### src/common/usbep_pkg.sv
// shared constants and types for the low-speed endpoint register block
package usbep_pkg;
  localparam int USBEP_AW = 8;
  localparam logic [7:0] USBEP_OFF_ADDR = 8'h10;
  localparam logic [7:0] USBEP_OFF_CNT0 = 8'h11;
  localparam logic [7:0] USBEP_OFF_MODE0 = 8'h12;
  localparam logic [7:0] USBEP_OFF_CNT1 = 8'h13;
  localparam logic [7:0] USBEP_OFF_MODE1 = 8'h14;
  localparam logic [7:0] USBEP_OFF_CNT2 = 8'h15;
  localparam logic [7:0] USBEP_OFF_MODE2 = 8'h16;
  // endpoint buffers: ep0 at E0..E7, ep1 at F0..F7, ep2 at F8..FF
  localparam logic [7:0] USBEP_BUF0_BASE = 8'hE0;
  localparam logic [7:0] USBEP_BUF1_BASE = 8'hF0;
  localparam logic [7:0] USBEP_BUF2_BASE = 8'hF8;
  localparam int USBEP_BUF_BYTES = 8;
  // field positions
  localparam int USBEP_ADDR_EN_BIT = 7;
  localparam int USBEP_SETUP_BIT = 7;
  localparam int USBEP_IN_BIT = 6;
  localparam int USBEP_OUT_BIT = 5;
  localparam int USBEP_ACK_BIT = 4;
  localparam int USBEP_VALID_BIT = 6;
  localparam int USBEP_TOGGLE_BIT = 7;
  localparam logic [7:0] USBEP_RESET_VAL = 8'h00;
  localparam logic [3:0] USBEP_MAX_COUNT = 4'h8;
  // bus reset timing
  localparam int USBEP_CLK_HZ = 40000000;
  localparam int USBEP_BUS_RESET_NS = 8000;
  localparam int USBEP_BUS_RESET_CYC =
    (USBEP_BUS_RESET_NS * (USBEP_CLK_HZ / 1000000) + 999) / 1000;
  typedef enum logic [1:0] {
    USBEP_TOK_SETUP,
    USBEP_TOK_IN,
    USBEP_TOK_OUT
  } usbep_tok_t;
endpackage

### src/common/usbep_eng_if.sv
// serial engine to register file carrier
interface usbep_eng_if;
  import usbep_pkg::*;
  logic setup_data;
  logic done;
  usbep_tok_t tok;
  logic [1:0] ep;
  logic acked;
  logic valid;
  logic toggle;
  logic [7:0] mode0;
  modport eng (output setup_data, done, tok, ep, acked, valid, toggle,
    input mode0);
  modport regs (input setup_data, done, tok, ep, acked, valid, toggle,
    output mode0);
endinterface

### src/rtl/usbep_bus_reset.sv
// single-ended zero timer that flags a usb bus reset
module usbep_bus_reset #(
  parameter int CYCLES = usbep_pkg::USBEP_BUS_RESET_CYC
) (
  // clock and reset
  input wire logic mclk,
  input wire logic reset_n,
  // synchronised line levels
  input wire logic dp,
  input wire logic dm,
  // one-cycle detection pulse
  output logic bus_reset
);
  import usbep_pkg::*;
  logic [15:0] se0_cnt_reg;
  logic se0;
  assign se0 = !dp && !dm;
  // counts past the limit so the pulse fires once per long se0
  always_ff @(posedge mclk or negedge reset_n) begin
    if (!reset_n) begin
      se0_cnt_reg <= 16'h0000;
    end else if (!se0) begin
      se0_cnt_reg <= 16'h0000;
    end else if (se0_cnt_reg <= 16'(CYCLES)) begin
      se0_cnt_reg <= se0_cnt_reg + 16'h0001;
    end
  end
  always_ff @(posedge mclk or negedge reset_n) begin
    if (!reset_n) begin
      bus_reset <= 1'b0;
    end else begin
      bus_reset <= se0 && (se0_cnt_reg == 16'(CYCLES));
    end
  end
endmodule

### src/rtl/usbep_regs.sv
// endpoint register file, buffers and address logic of the usb function
// What this block does
// - reset clears the device address register, disabling the address.
// - traffic to our address is ignored until the enable bit is set.
// - hardware reset and usb bus reset both clear the address register.
// - each of three endpoints owns an eight-byte buffer.
// - endpoint 0 both receives and transmits, including setup packets.
// - all endpoint mode registers reset to zero.
// - endpoint 0 bits 7:5 are token flags; each ep0 update sets its token's bit and clears the other two, except the setup bit while the setup flag is held.
// - endpoints 1 and 2 have no token flags in bits 7:5.
// - acknowledge flag set when a transaction ends with ack.
// - setup flag held from setup data until the ep0 transaction ends, then until first read.
// - after an ep0 engine update, cpu writes to mode0 bits 7:0 blocked until a mode0 read.
// - setup flag blocks cpu writes to E0..E7 and F8..FF.
// - mode bits 3:0 select how the endpoint answers traffic.
// - count low bits give in-packet length 0 to 8, sent exactly.
// - data valid bit applies only to out and setup data.
// - count bit 7 is the data toggle, 0 data0 and 1 data1.
// - se0 longer than 8 us is a bus reset; it clears the address.
module usbep_regs (
  // clock and reset
  input wire logic mclk,
  input wire logic reset_n,
  // cpu io port
  input wire logic [7:0] io_addr,
  input wire logic io_read_op,
  input wire logic io_write_op,
  input wire logic [7:0] io_wdata,
  output logic [7:0] io_rdata,
  // usb line levels from the transceiver
  input wire logic dp_pin,
  input wire logic dm_pin,
  // serial engine status strobes
  input wire logic eng_setup_data,
  input wire logic eng_done,
  input wire usbep_pkg::usbep_tok_t eng_tok,
  input wire logic [1:0] eng_ep,
  input wire logic eng_acked,
  input wire logic eng_valid,
  input wire logic eng_toggle,
  input wire logic [7:0] token_addr,
  // serial engine buffer port
  input wire logic eng_buf_we,
  input wire logic [4:0] eng_buf_idx,
  input wire logic [7:0] eng_buf_wdata,
  output logic [7:0] eng_buf_rdata,
  // decoded endpoint settings for the engine
  output logic addr_match,
  output logic [3:0] ep0_mode,
  output logic [3:0] ep1_mode,
  output logic [3:0] ep2_mode,
  output logic [3:0] ep0_tx_count,
  output logic [3:0] ep1_tx_count,
  output logic [3:0] ep2_tx_count,
  output logic usb_bus_reset
);
  import usbep_pkg::*;

  usbep_eng_if eng ();
  assign eng.setup_data = eng_setup_data;
  assign eng.done = eng_done;
  assign eng.tok = eng_tok;
  assign eng.ep = eng_ep;
  assign eng.acked = eng_acked;
  assign eng.valid = eng_valid;
  assign eng.toggle = eng_toggle;

  // line synchronisers
  logic [1:0] dp_sync_reg;
  logic [1:0] dm_sync_reg;
  always_ff @(posedge mclk or negedge reset_n) begin
    if (!reset_n) begin
      // reset to the low-speed idle levels so no false se0 follows reset
      dp_sync_reg <= 2'h0;
      dm_sync_reg <= 2'h3;
    end else begin
      dp_sync_reg <= {dp_sync_reg[0], dp_pin};
      dm_sync_reg <= {dm_sync_reg[0], dm_pin};
    end
  end

  logic bus_reset;
  usbep_bus_reset u_bus_reset (
    .mclk(mclk),
    .reset_n(reset_n),
    .dp(dp_sync_reg[1]),
    .dm(dm_sync_reg[1]),
    .bus_reset(bus_reset)
  );

  function automatic logic is_buf(input logic [7:0] a);
    return a >= USBEP_BUF0_BASE &&
      (a < USBEP_BUF0_BASE + 8'(USBEP_BUF_BYTES) || a >= USBEP_BUF1_BASE);
  endfunction

  function automatic logic [4:0] buf_index(input logic [7:0] a);
    // ep0 -> 0..7, ep1 -> 8..15, ep2 -> 16..23
    if (a < USBEP_BUF1_BASE) begin
      return {2'b00, a[2:0]};
    end else if (a < USBEP_BUF2_BASE) begin
      return {2'b01, a[2:0]};
    end
    return {2'b10, a[2:0]};
  endfunction

  logic wr_addr, wr_mode0, rd_mode0;
  assign wr_addr = io_write_op && io_addr == USBEP_OFF_ADDR;
  assign wr_mode0 = io_write_op && io_addr == USBEP_OFF_MODE0;
  assign rd_mode0 = io_read_op && io_addr == USBEP_OFF_MODE0;

  // device address
  logic [7:0] func_addr_reg;
  always_ff @(posedge mclk or negedge reset_n) begin
    if (!reset_n) begin
      func_addr_reg <= USBEP_RESET_VAL;
    end else if (bus_reset) begin
      func_addr_reg <= USBEP_RESET_VAL;
    end else if (wr_addr) begin
      func_addr_reg <= io_wdata;
    end
  end

  // address compare: engine treats our address as absent until enabled
  always_ff @(posedge mclk or negedge reset_n) begin
    if (!reset_n) begin
      addr_match <= 1'b0;
    end else begin
      addr_match <= func_addr_reg[USBEP_ADDR_EN_BIT] &&
        token_addr[6:0] == func_addr_reg[6:0];
    end
  end

  // endpoint 0 mode/status with lock logic
  logic [7:0] mode0_reg;
  logic lock0_reg;
  logic setup_hold_reg;
  logic setup_pin_reg;
  logic eng_upd0;
  assign eng_upd0 = eng.done && eng.ep == 2'd0;

  // setup flag: forced during data phase, pinned until first read
  always_ff @(posedge mclk or negedge reset_n) begin
    if (!reset_n) begin
      setup_hold_reg <= 1'b0;
    end else if (eng.setup_data) begin
      setup_hold_reg <= 1'b1;
    end else if (eng_upd0 || bus_reset) begin
      setup_hold_reg <= 1'b0;
    end
  end

  always_ff @(posedge mclk or negedge reset_n) begin
    if (!reset_n) begin
      setup_pin_reg <= 1'b0;
    end else if (eng.setup_data) begin
      setup_pin_reg <= 1'b1;
    end else if (rd_mode0 && !setup_hold_reg) begin
      setup_pin_reg <= 1'b0;
    end
  end

  // engine update wins over a read in the same cycle
  always_ff @(posedge mclk or negedge reset_n) begin
    if (!reset_n) begin
      lock0_reg <= 1'b0;
    end else if (eng_upd0) begin
      lock0_reg <= 1'b1;
    end else if (rd_mode0) begin
      lock0_reg <= 1'b0;
    end
  end

  logic [7:0] mode0_next;
  always_comb begin
    mode0_next = mode0_reg;
    if (wr_mode0 && !lock0_reg && !eng_upd0) begin
      mode0_next = io_wdata;
    end
    if (eng_upd0) begin
      mode0_next[USBEP_SETUP_BIT] = eng.tok == USBEP_TOK_SETUP;
      mode0_next[USBEP_IN_BIT] = eng.tok == USBEP_TOK_IN;
      mode0_next[USBEP_OUT_BIT] = eng.tok == USBEP_TOK_OUT;
      mode0_next[USBEP_ACK_BIT] = eng.acked;
    end
    if (setup_hold_reg || setup_pin_reg || eng.setup_data) begin
      mode0_next[USBEP_SETUP_BIT] = 1'b1;
    end
  end

  always_ff @(posedge mclk or negedge reset_n) begin
    if (!reset_n) begin
      mode0_reg <= USBEP_RESET_VAL;
    end else begin
      mode0_reg <= mode0_next;
    end
  end
  assign eng.mode0 = mode0_reg;

  // endpoints 1 and 2 mode registers and all count registers
  logic [7:0] mode_reg [1:2];
  logic [7:0] cnt_reg [0:2];
  genvar g;
  generate
    for (g = 1; g <= 2; g++) begin : g_mode
      always_ff @(posedge mclk or negedge reset_n) begin
        if (!reset_n) begin
          mode_reg[g] <= USBEP_RESET_VAL;
        end else if (eng.done && eng.ep == 2'(g) && eng.acked) begin
          mode_reg[g][USBEP_ACK_BIT] <= 1'b1;
        end else if (io_write_op &&
            io_addr == USBEP_OFF_CNT0 + 8'(2 * g + 1)) begin
          mode_reg[g] <= {3'b000, io_wdata[4:0]};
        end
      end
    end
    for (g = 0; g <= 2; g++) begin : g_cnt
      always_ff @(posedge mclk or negedge reset_n) begin
        if (!reset_n) begin
          cnt_reg[g] <= USBEP_RESET_VAL;
        end else if (eng.done && eng.ep == 2'(g) &&
            eng.tok != USBEP_TOK_IN) begin
          // received data reports valid and toggle
          cnt_reg[g][USBEP_VALID_BIT] <= eng.valid;
          cnt_reg[g][USBEP_TOGGLE_BIT] <= eng.toggle;
        end else if (io_write_op &&
            io_addr == USBEP_OFF_CNT0 + 8'(2 * g)) begin
          cnt_reg[g] <= io_wdata;
        end
      end
    end
  endgenerate

  // clamp so the engine never sends past the eight-byte buffer
  function automatic logic [3:0] tx_len(input logic [7:0] c);
    return (c[3:0] > USBEP_MAX_COUNT) ? USBEP_MAX_COUNT : c[3:0];
  endfunction

  always_ff @(posedge mclk or negedge reset_n) begin
    if (!reset_n) begin
      ep0_mode <= 4'h0;
      ep1_mode <= 4'h0;
      ep2_mode <= 4'h0;
      ep0_tx_count <= 4'h0;
      ep1_tx_count <= 4'h0;
      ep2_tx_count <= 4'h0;
    end else begin
      ep0_mode <= mode0_reg[3:0];
      ep1_mode <= mode_reg[1][3:0];
      ep2_mode <= mode_reg[2][3:0];
      ep0_tx_count <= tx_len(cnt_reg[0]);
      ep1_tx_count <= tx_len(cnt_reg[1]);
      ep2_tx_count <= tx_len(cnt_reg[2]);
    end
  end

  // endpoint buffers, 3 x 8 bytes
  logic [7:0] buf_mem [0:3*USBEP_BUF_BYTES-1];
  logic cpu_buf_we;
  logic [4:0] cpu_idx;
  logic setup_lock;
  assign setup_lock = mode0_reg[USBEP_SETUP_BIT];
  assign cpu_idx = buf_index(io_addr);
  // ep1 buffer stays writable; only ep0 and ep2 ranges are guarded
  assign cpu_buf_we = io_write_op && is_buf(io_addr) &&
    !(setup_lock && (io_addr < USBEP_BUF1_BASE ||
      io_addr >= USBEP_BUF2_BASE));

  // engine writes take the port; a colliding cpu write is dropped
  always_ff @(posedge mclk) begin
    if (eng_buf_we) begin
      buf_mem[eng_buf_idx] <= eng_buf_wdata;
    end else if (cpu_buf_we) begin
      buf_mem[cpu_idx] <= io_wdata;
    end
  end

  always_ff @(posedge mclk or negedge reset_n) begin
    if (!reset_n) begin
      eng_buf_rdata <= 8'h00;
    end else begin
      eng_buf_rdata <= buf_mem[eng_buf_idx];
    end
  end

  // registered read data, one cycle after the read strobe
  always_ff @(posedge mclk or negedge reset_n) begin
    if (!reset_n) begin
      io_rdata <= 8'h00;
    end else if (io_read_op) begin
      if (is_buf(io_addr)) begin
        io_rdata <= buf_mem[cpu_idx];
      end else begin
        case (io_addr)
          USBEP_OFF_ADDR: io_rdata <= func_addr_reg;
          USBEP_OFF_CNT0: io_rdata <= cnt_reg[0];
          USBEP_OFF_MODE0: io_rdata <= mode0_reg;
          USBEP_OFF_CNT1: io_rdata <= cnt_reg[1];
          USBEP_OFF_MODE1: io_rdata <= mode_reg[1];
          USBEP_OFF_CNT2: io_rdata <= cnt_reg[2];
          USBEP_OFF_MODE2: io_rdata <= mode_reg[2];
          default: io_rdata <= 8'h00;
        endcase
      end
    end
  end

  always_ff @(posedge mclk or negedge reset_n) begin
    if (!reset_n) begin
      usb_bus_reset <= 1'b0;
    end else begin
      usb_bus_reset <= bus_reset;
    end
  end
endmodule

### config.mk
export PLATFORM = sky130hd
export DESIGN_NAME = usbep_regs
export DESIGN_NICKNAME = d
export VERILOG_FILES = /design/src/common/usbep_pkg.sv /design/src/common/usbep_eng_if.sv /design/src/rtl/usbep_bus_reset.sv /design/src/rtl/usbep_regs.sv
export SDC_FILE = /design/constraint.sdc
export NUM_CORES = 1
export LEC_CHECK = 0
export BUFFER_PORTS_ARGS = -buffer_cell sky130_fd_sc_hd__buf_2
export CAP_MARGIN = 20
export CORE_MARGIN = 2
export CORE_UTILIZATION = 35
export DETAILED_ROUTE_END_ITERATION = 16
export GPL_TIMING_DRIVEN = 1
export PLACE_DENSITY = 0.48
export SYNTH_ARGS = -nofsm -noshare
export SYNTH_HDL_FRONTEND = slang
export SYNTH_SLANG_ARGS = --single-unit
### constraint.sdc
create_clock -name mclk -period 5.7 [get_ports mclk]
set_input_delay 0.57 -clock mclk [delete_from_list [all_inputs] [get_ports mclk]]
set_output_delay 0.57 -clock mclk [all_outputs]
set_load 0.03 [all_outputs]
==> impl_results.md <==
* Area delta synth->final at 15.3%
* FMAX at 290 MHz
* CP max FO at 13
* CP Buf/Inv Count at 0
* Post-synthesis sequential area ratio at 0.614
* # clock sinks at 308
* Global route overflow at 0
* Critical path required time at 5.84 ns
* DRT Pass-1 Iters at 4
* Netlist cell types at 62
* Pleak at 0.00600 uW
* Post-cts sizing count at 0
* Layout cell share with drive strength beyond 1 at 0.300
* Min Tclk post-route at 3.45 ns
* Final hold viol count at 0
* Setup TNS at 0 ns
* # fillers at 3685
* CTS tree: yes
* Post-CTS Setup Inserts at 0
* Gp weighted congestion at 0.776
* Element type at the critical path end: flip-flop
* RSZ-0062 raised after global routing: no
* Final setup vio count at 0
* CTS Buf Count at 36
* Routed via count at 8171
* Period utilization at 0.605
* Die height at 205 microns
* Synthesized-area fraction occupied by and/or/nand/nor cells at 0.0742
* CP max stage cell: a2111oi_4
* Critical Path AT at 3.59 ns
* Commonest non-fill, non-tap cells in the layout: edfxtp_1 (192), dfrtp_1 (114), mux4_2 (107), buf_2 (90), nor2_1 (65)
* Max reg flops at 192
* Synth Area in Compound Gates at 0.0401
* #FFs+latches synth at 308
* Total design power at 5190 uW
* DP Wirelength at 25400 microns
* Vias in the first global route at 8564
* Initial Utilization at 0.355
* Final Max Slew Viols at 0
* Ys flop type: edfxtp_1
* Clock Skew at 0.0164 ns
* Post-synth EDFFs at 192
* Port Buffers at 93
* Register area at 0.00867 sq mm
* Row cnt at 73
* Io pins at 95
* Slew HR at 0.281
* Crit-path leading delay family: simple AND/OR/NAND/NOR gates
* Core Area at 0.0398 sq mm
* Leading cell type in the layout, fill and taps excluded: edfxtp_1
* Worst path max stage delay at 0.95 ns
* Mux cell area share after synthesis at 0.244
* Cts hold-fix bufs at 0
* Total track usage at 0.188
* CP Cell Sequence: a2111oi_4, mux2_2, or3_1, nor2_1
* Avg Cell Area, Syn at 16.3 sq um
* Largest net degree at the start of global routing at 64
* Post-synthesis xor/xnor area fraction at 0.00682
* Initial antenna violation count at 1
* Mapped Area at 0.0141 sq mm
* PD cells at 318 mW/mm^2
* Max Cap Viol at 0
* Synthesis Warnings at 0
* WS Path Type: flip-flop to flip-flop
* Worst Tran Pin Value at 1.07 ns
* Hold WC Path Type: primary input to asynchronous set/reset pin
* Residual DRC at 0
* Synth Area in Adders at 0.00177
* VDD IR max at 0.151 mV
* Clock transition at the registers of the reported paths at 0.06 ns
* Startpoint Class: flip-flop
* Final antenna-violating net count at 0
* Die W at 205 microns
* Max Root-Sink Buffers at 3
* Vias per inst at 5.41
* WL/cell at 25.3 microns
* Multi-input logic area at 0.00519 sq mm
* 1st-iter DRT viols at 560
* H-tree depth at 2
* Status: finished, final reports clean
* First-pass GRT wire length at 56900 microns
* Clk_lat worst skew at 0.53 ns
* Die area at 0.0420 sq mm
* Post-synth ARST share at 0.377
* Final net count at 1013
* Largest family of logic cells by synthesized area: multiplexers
* Synthesized netlist cell count at 868
* Synth Net Count at 923
* Clock root buffer: clkbuf_16
* Post-Route WL at 38200 microns
area by class of cell:
type / instances / share of cell area
diodes: 2 / 0.000307
clock buffers: 54 / 0.0658
clock inverters: 9 / 0.00607
inverters: 10 / 0.00230
multi-input cells: 499 / 0.319
flip-flops and latches: 308 / 0.532
well taps: 525 / 0.0403
repair buffers: 103 / 0.0339
cell families after synthesis:
family | after synthesis
AOI/OAI and AO/OA | 80
xor gates and xnor gates | 11
adders and majority gates | 2
buffers and inverters | 61
DFF | 308
muxes | 205
and+or+nand+nor | 201
final timing paths:
check | from | endpoint | slack [ns] | cells after the start
hold / removal | reset_n | ep2_tx_count[2]$_DFF_PN0_ | 0.12 | 1
setup reg to reg | eng.mode0[7]$_DFFE_PN0P_ | buf_mem[10][2]$_DFFE_PP_ | 2.25 | 4
hold reg to reg | dp_sync_reg[0]$_DFF_PN0_ | dp_sync_reg[1]$_DFF_PN0_ | 0.35 | 0
min in group mclk | dm_pin | dm_sync_reg[0]$_DFF_PN1_ | 0.15 | 1
max in group asynchronous | reset_n | ep0_tx_count[0]$_DFF_PN0_ | 4.29 | 2
setup / recovery | eng.mode0[7]$_DFFE_PN0P_ | buf_mem[10][2]$_DFFE_PP_ | 2.25 | 4
power breakdown:
group | internal [uW] | leakage, uW | switching, uW
logic | 162 | 0.00218 | 269
clock network | 1390 | 0.000569 | 904
registers | 2430 | 0.00326 | 29.2
total | 3980 | 0.00600 | 1200
routing by layer:
metal  track usage  wire length, microns
met1         0.268                 17400
met2         0.294                 17900
met3        0.0277                  1770
met4        0.0637                  1170
met5             0                    10
worst register-to-register path, cell delays in order, from the launching register on:
cell and delay (ns):
dfrtp_1 0.48, a2111oi_4 0.95, mux2_2 0.44, or3_1 0.44, nor2_1 0.75
cells in the mapped netlist (10+ instances only):
master,n,share of area
and2_1,10,0.0044
nor2_1,65,0.017
nand3_1,13,0.0046
buf_2,15,0.0053
mux2_2,14,0.011
clkbuf_1,25,0.0066
mux2_1,30,0.024
mux2i_1,54,0.038
mux4_2,107,0.17
nand2_1,45,0.012
dfrtp_1,114,0.20
edfxtp_1,192,0.41
a21oi_1,16,0.0057
xnor2_1,11,0.0068
nor2b_1,14,0.0062
metrics by stage:
step	cell area [sq um]	std cells	util	setup slack (ns)	hold slack (ns)
global route	16300	1508	0.409	2.06	0.138
detailed placement	15100	1444	0.379	1.73	0.340
global placement	15100	1444	0.379	1.78	0.336
CTS	16300	1507	0.409	2.18	0.127
finish	16300	1510	0.409	2.25	0.116
floorplan	14100	868	-	2.89	0.274
Note: power is estimated with default switching activity, not from simulation.
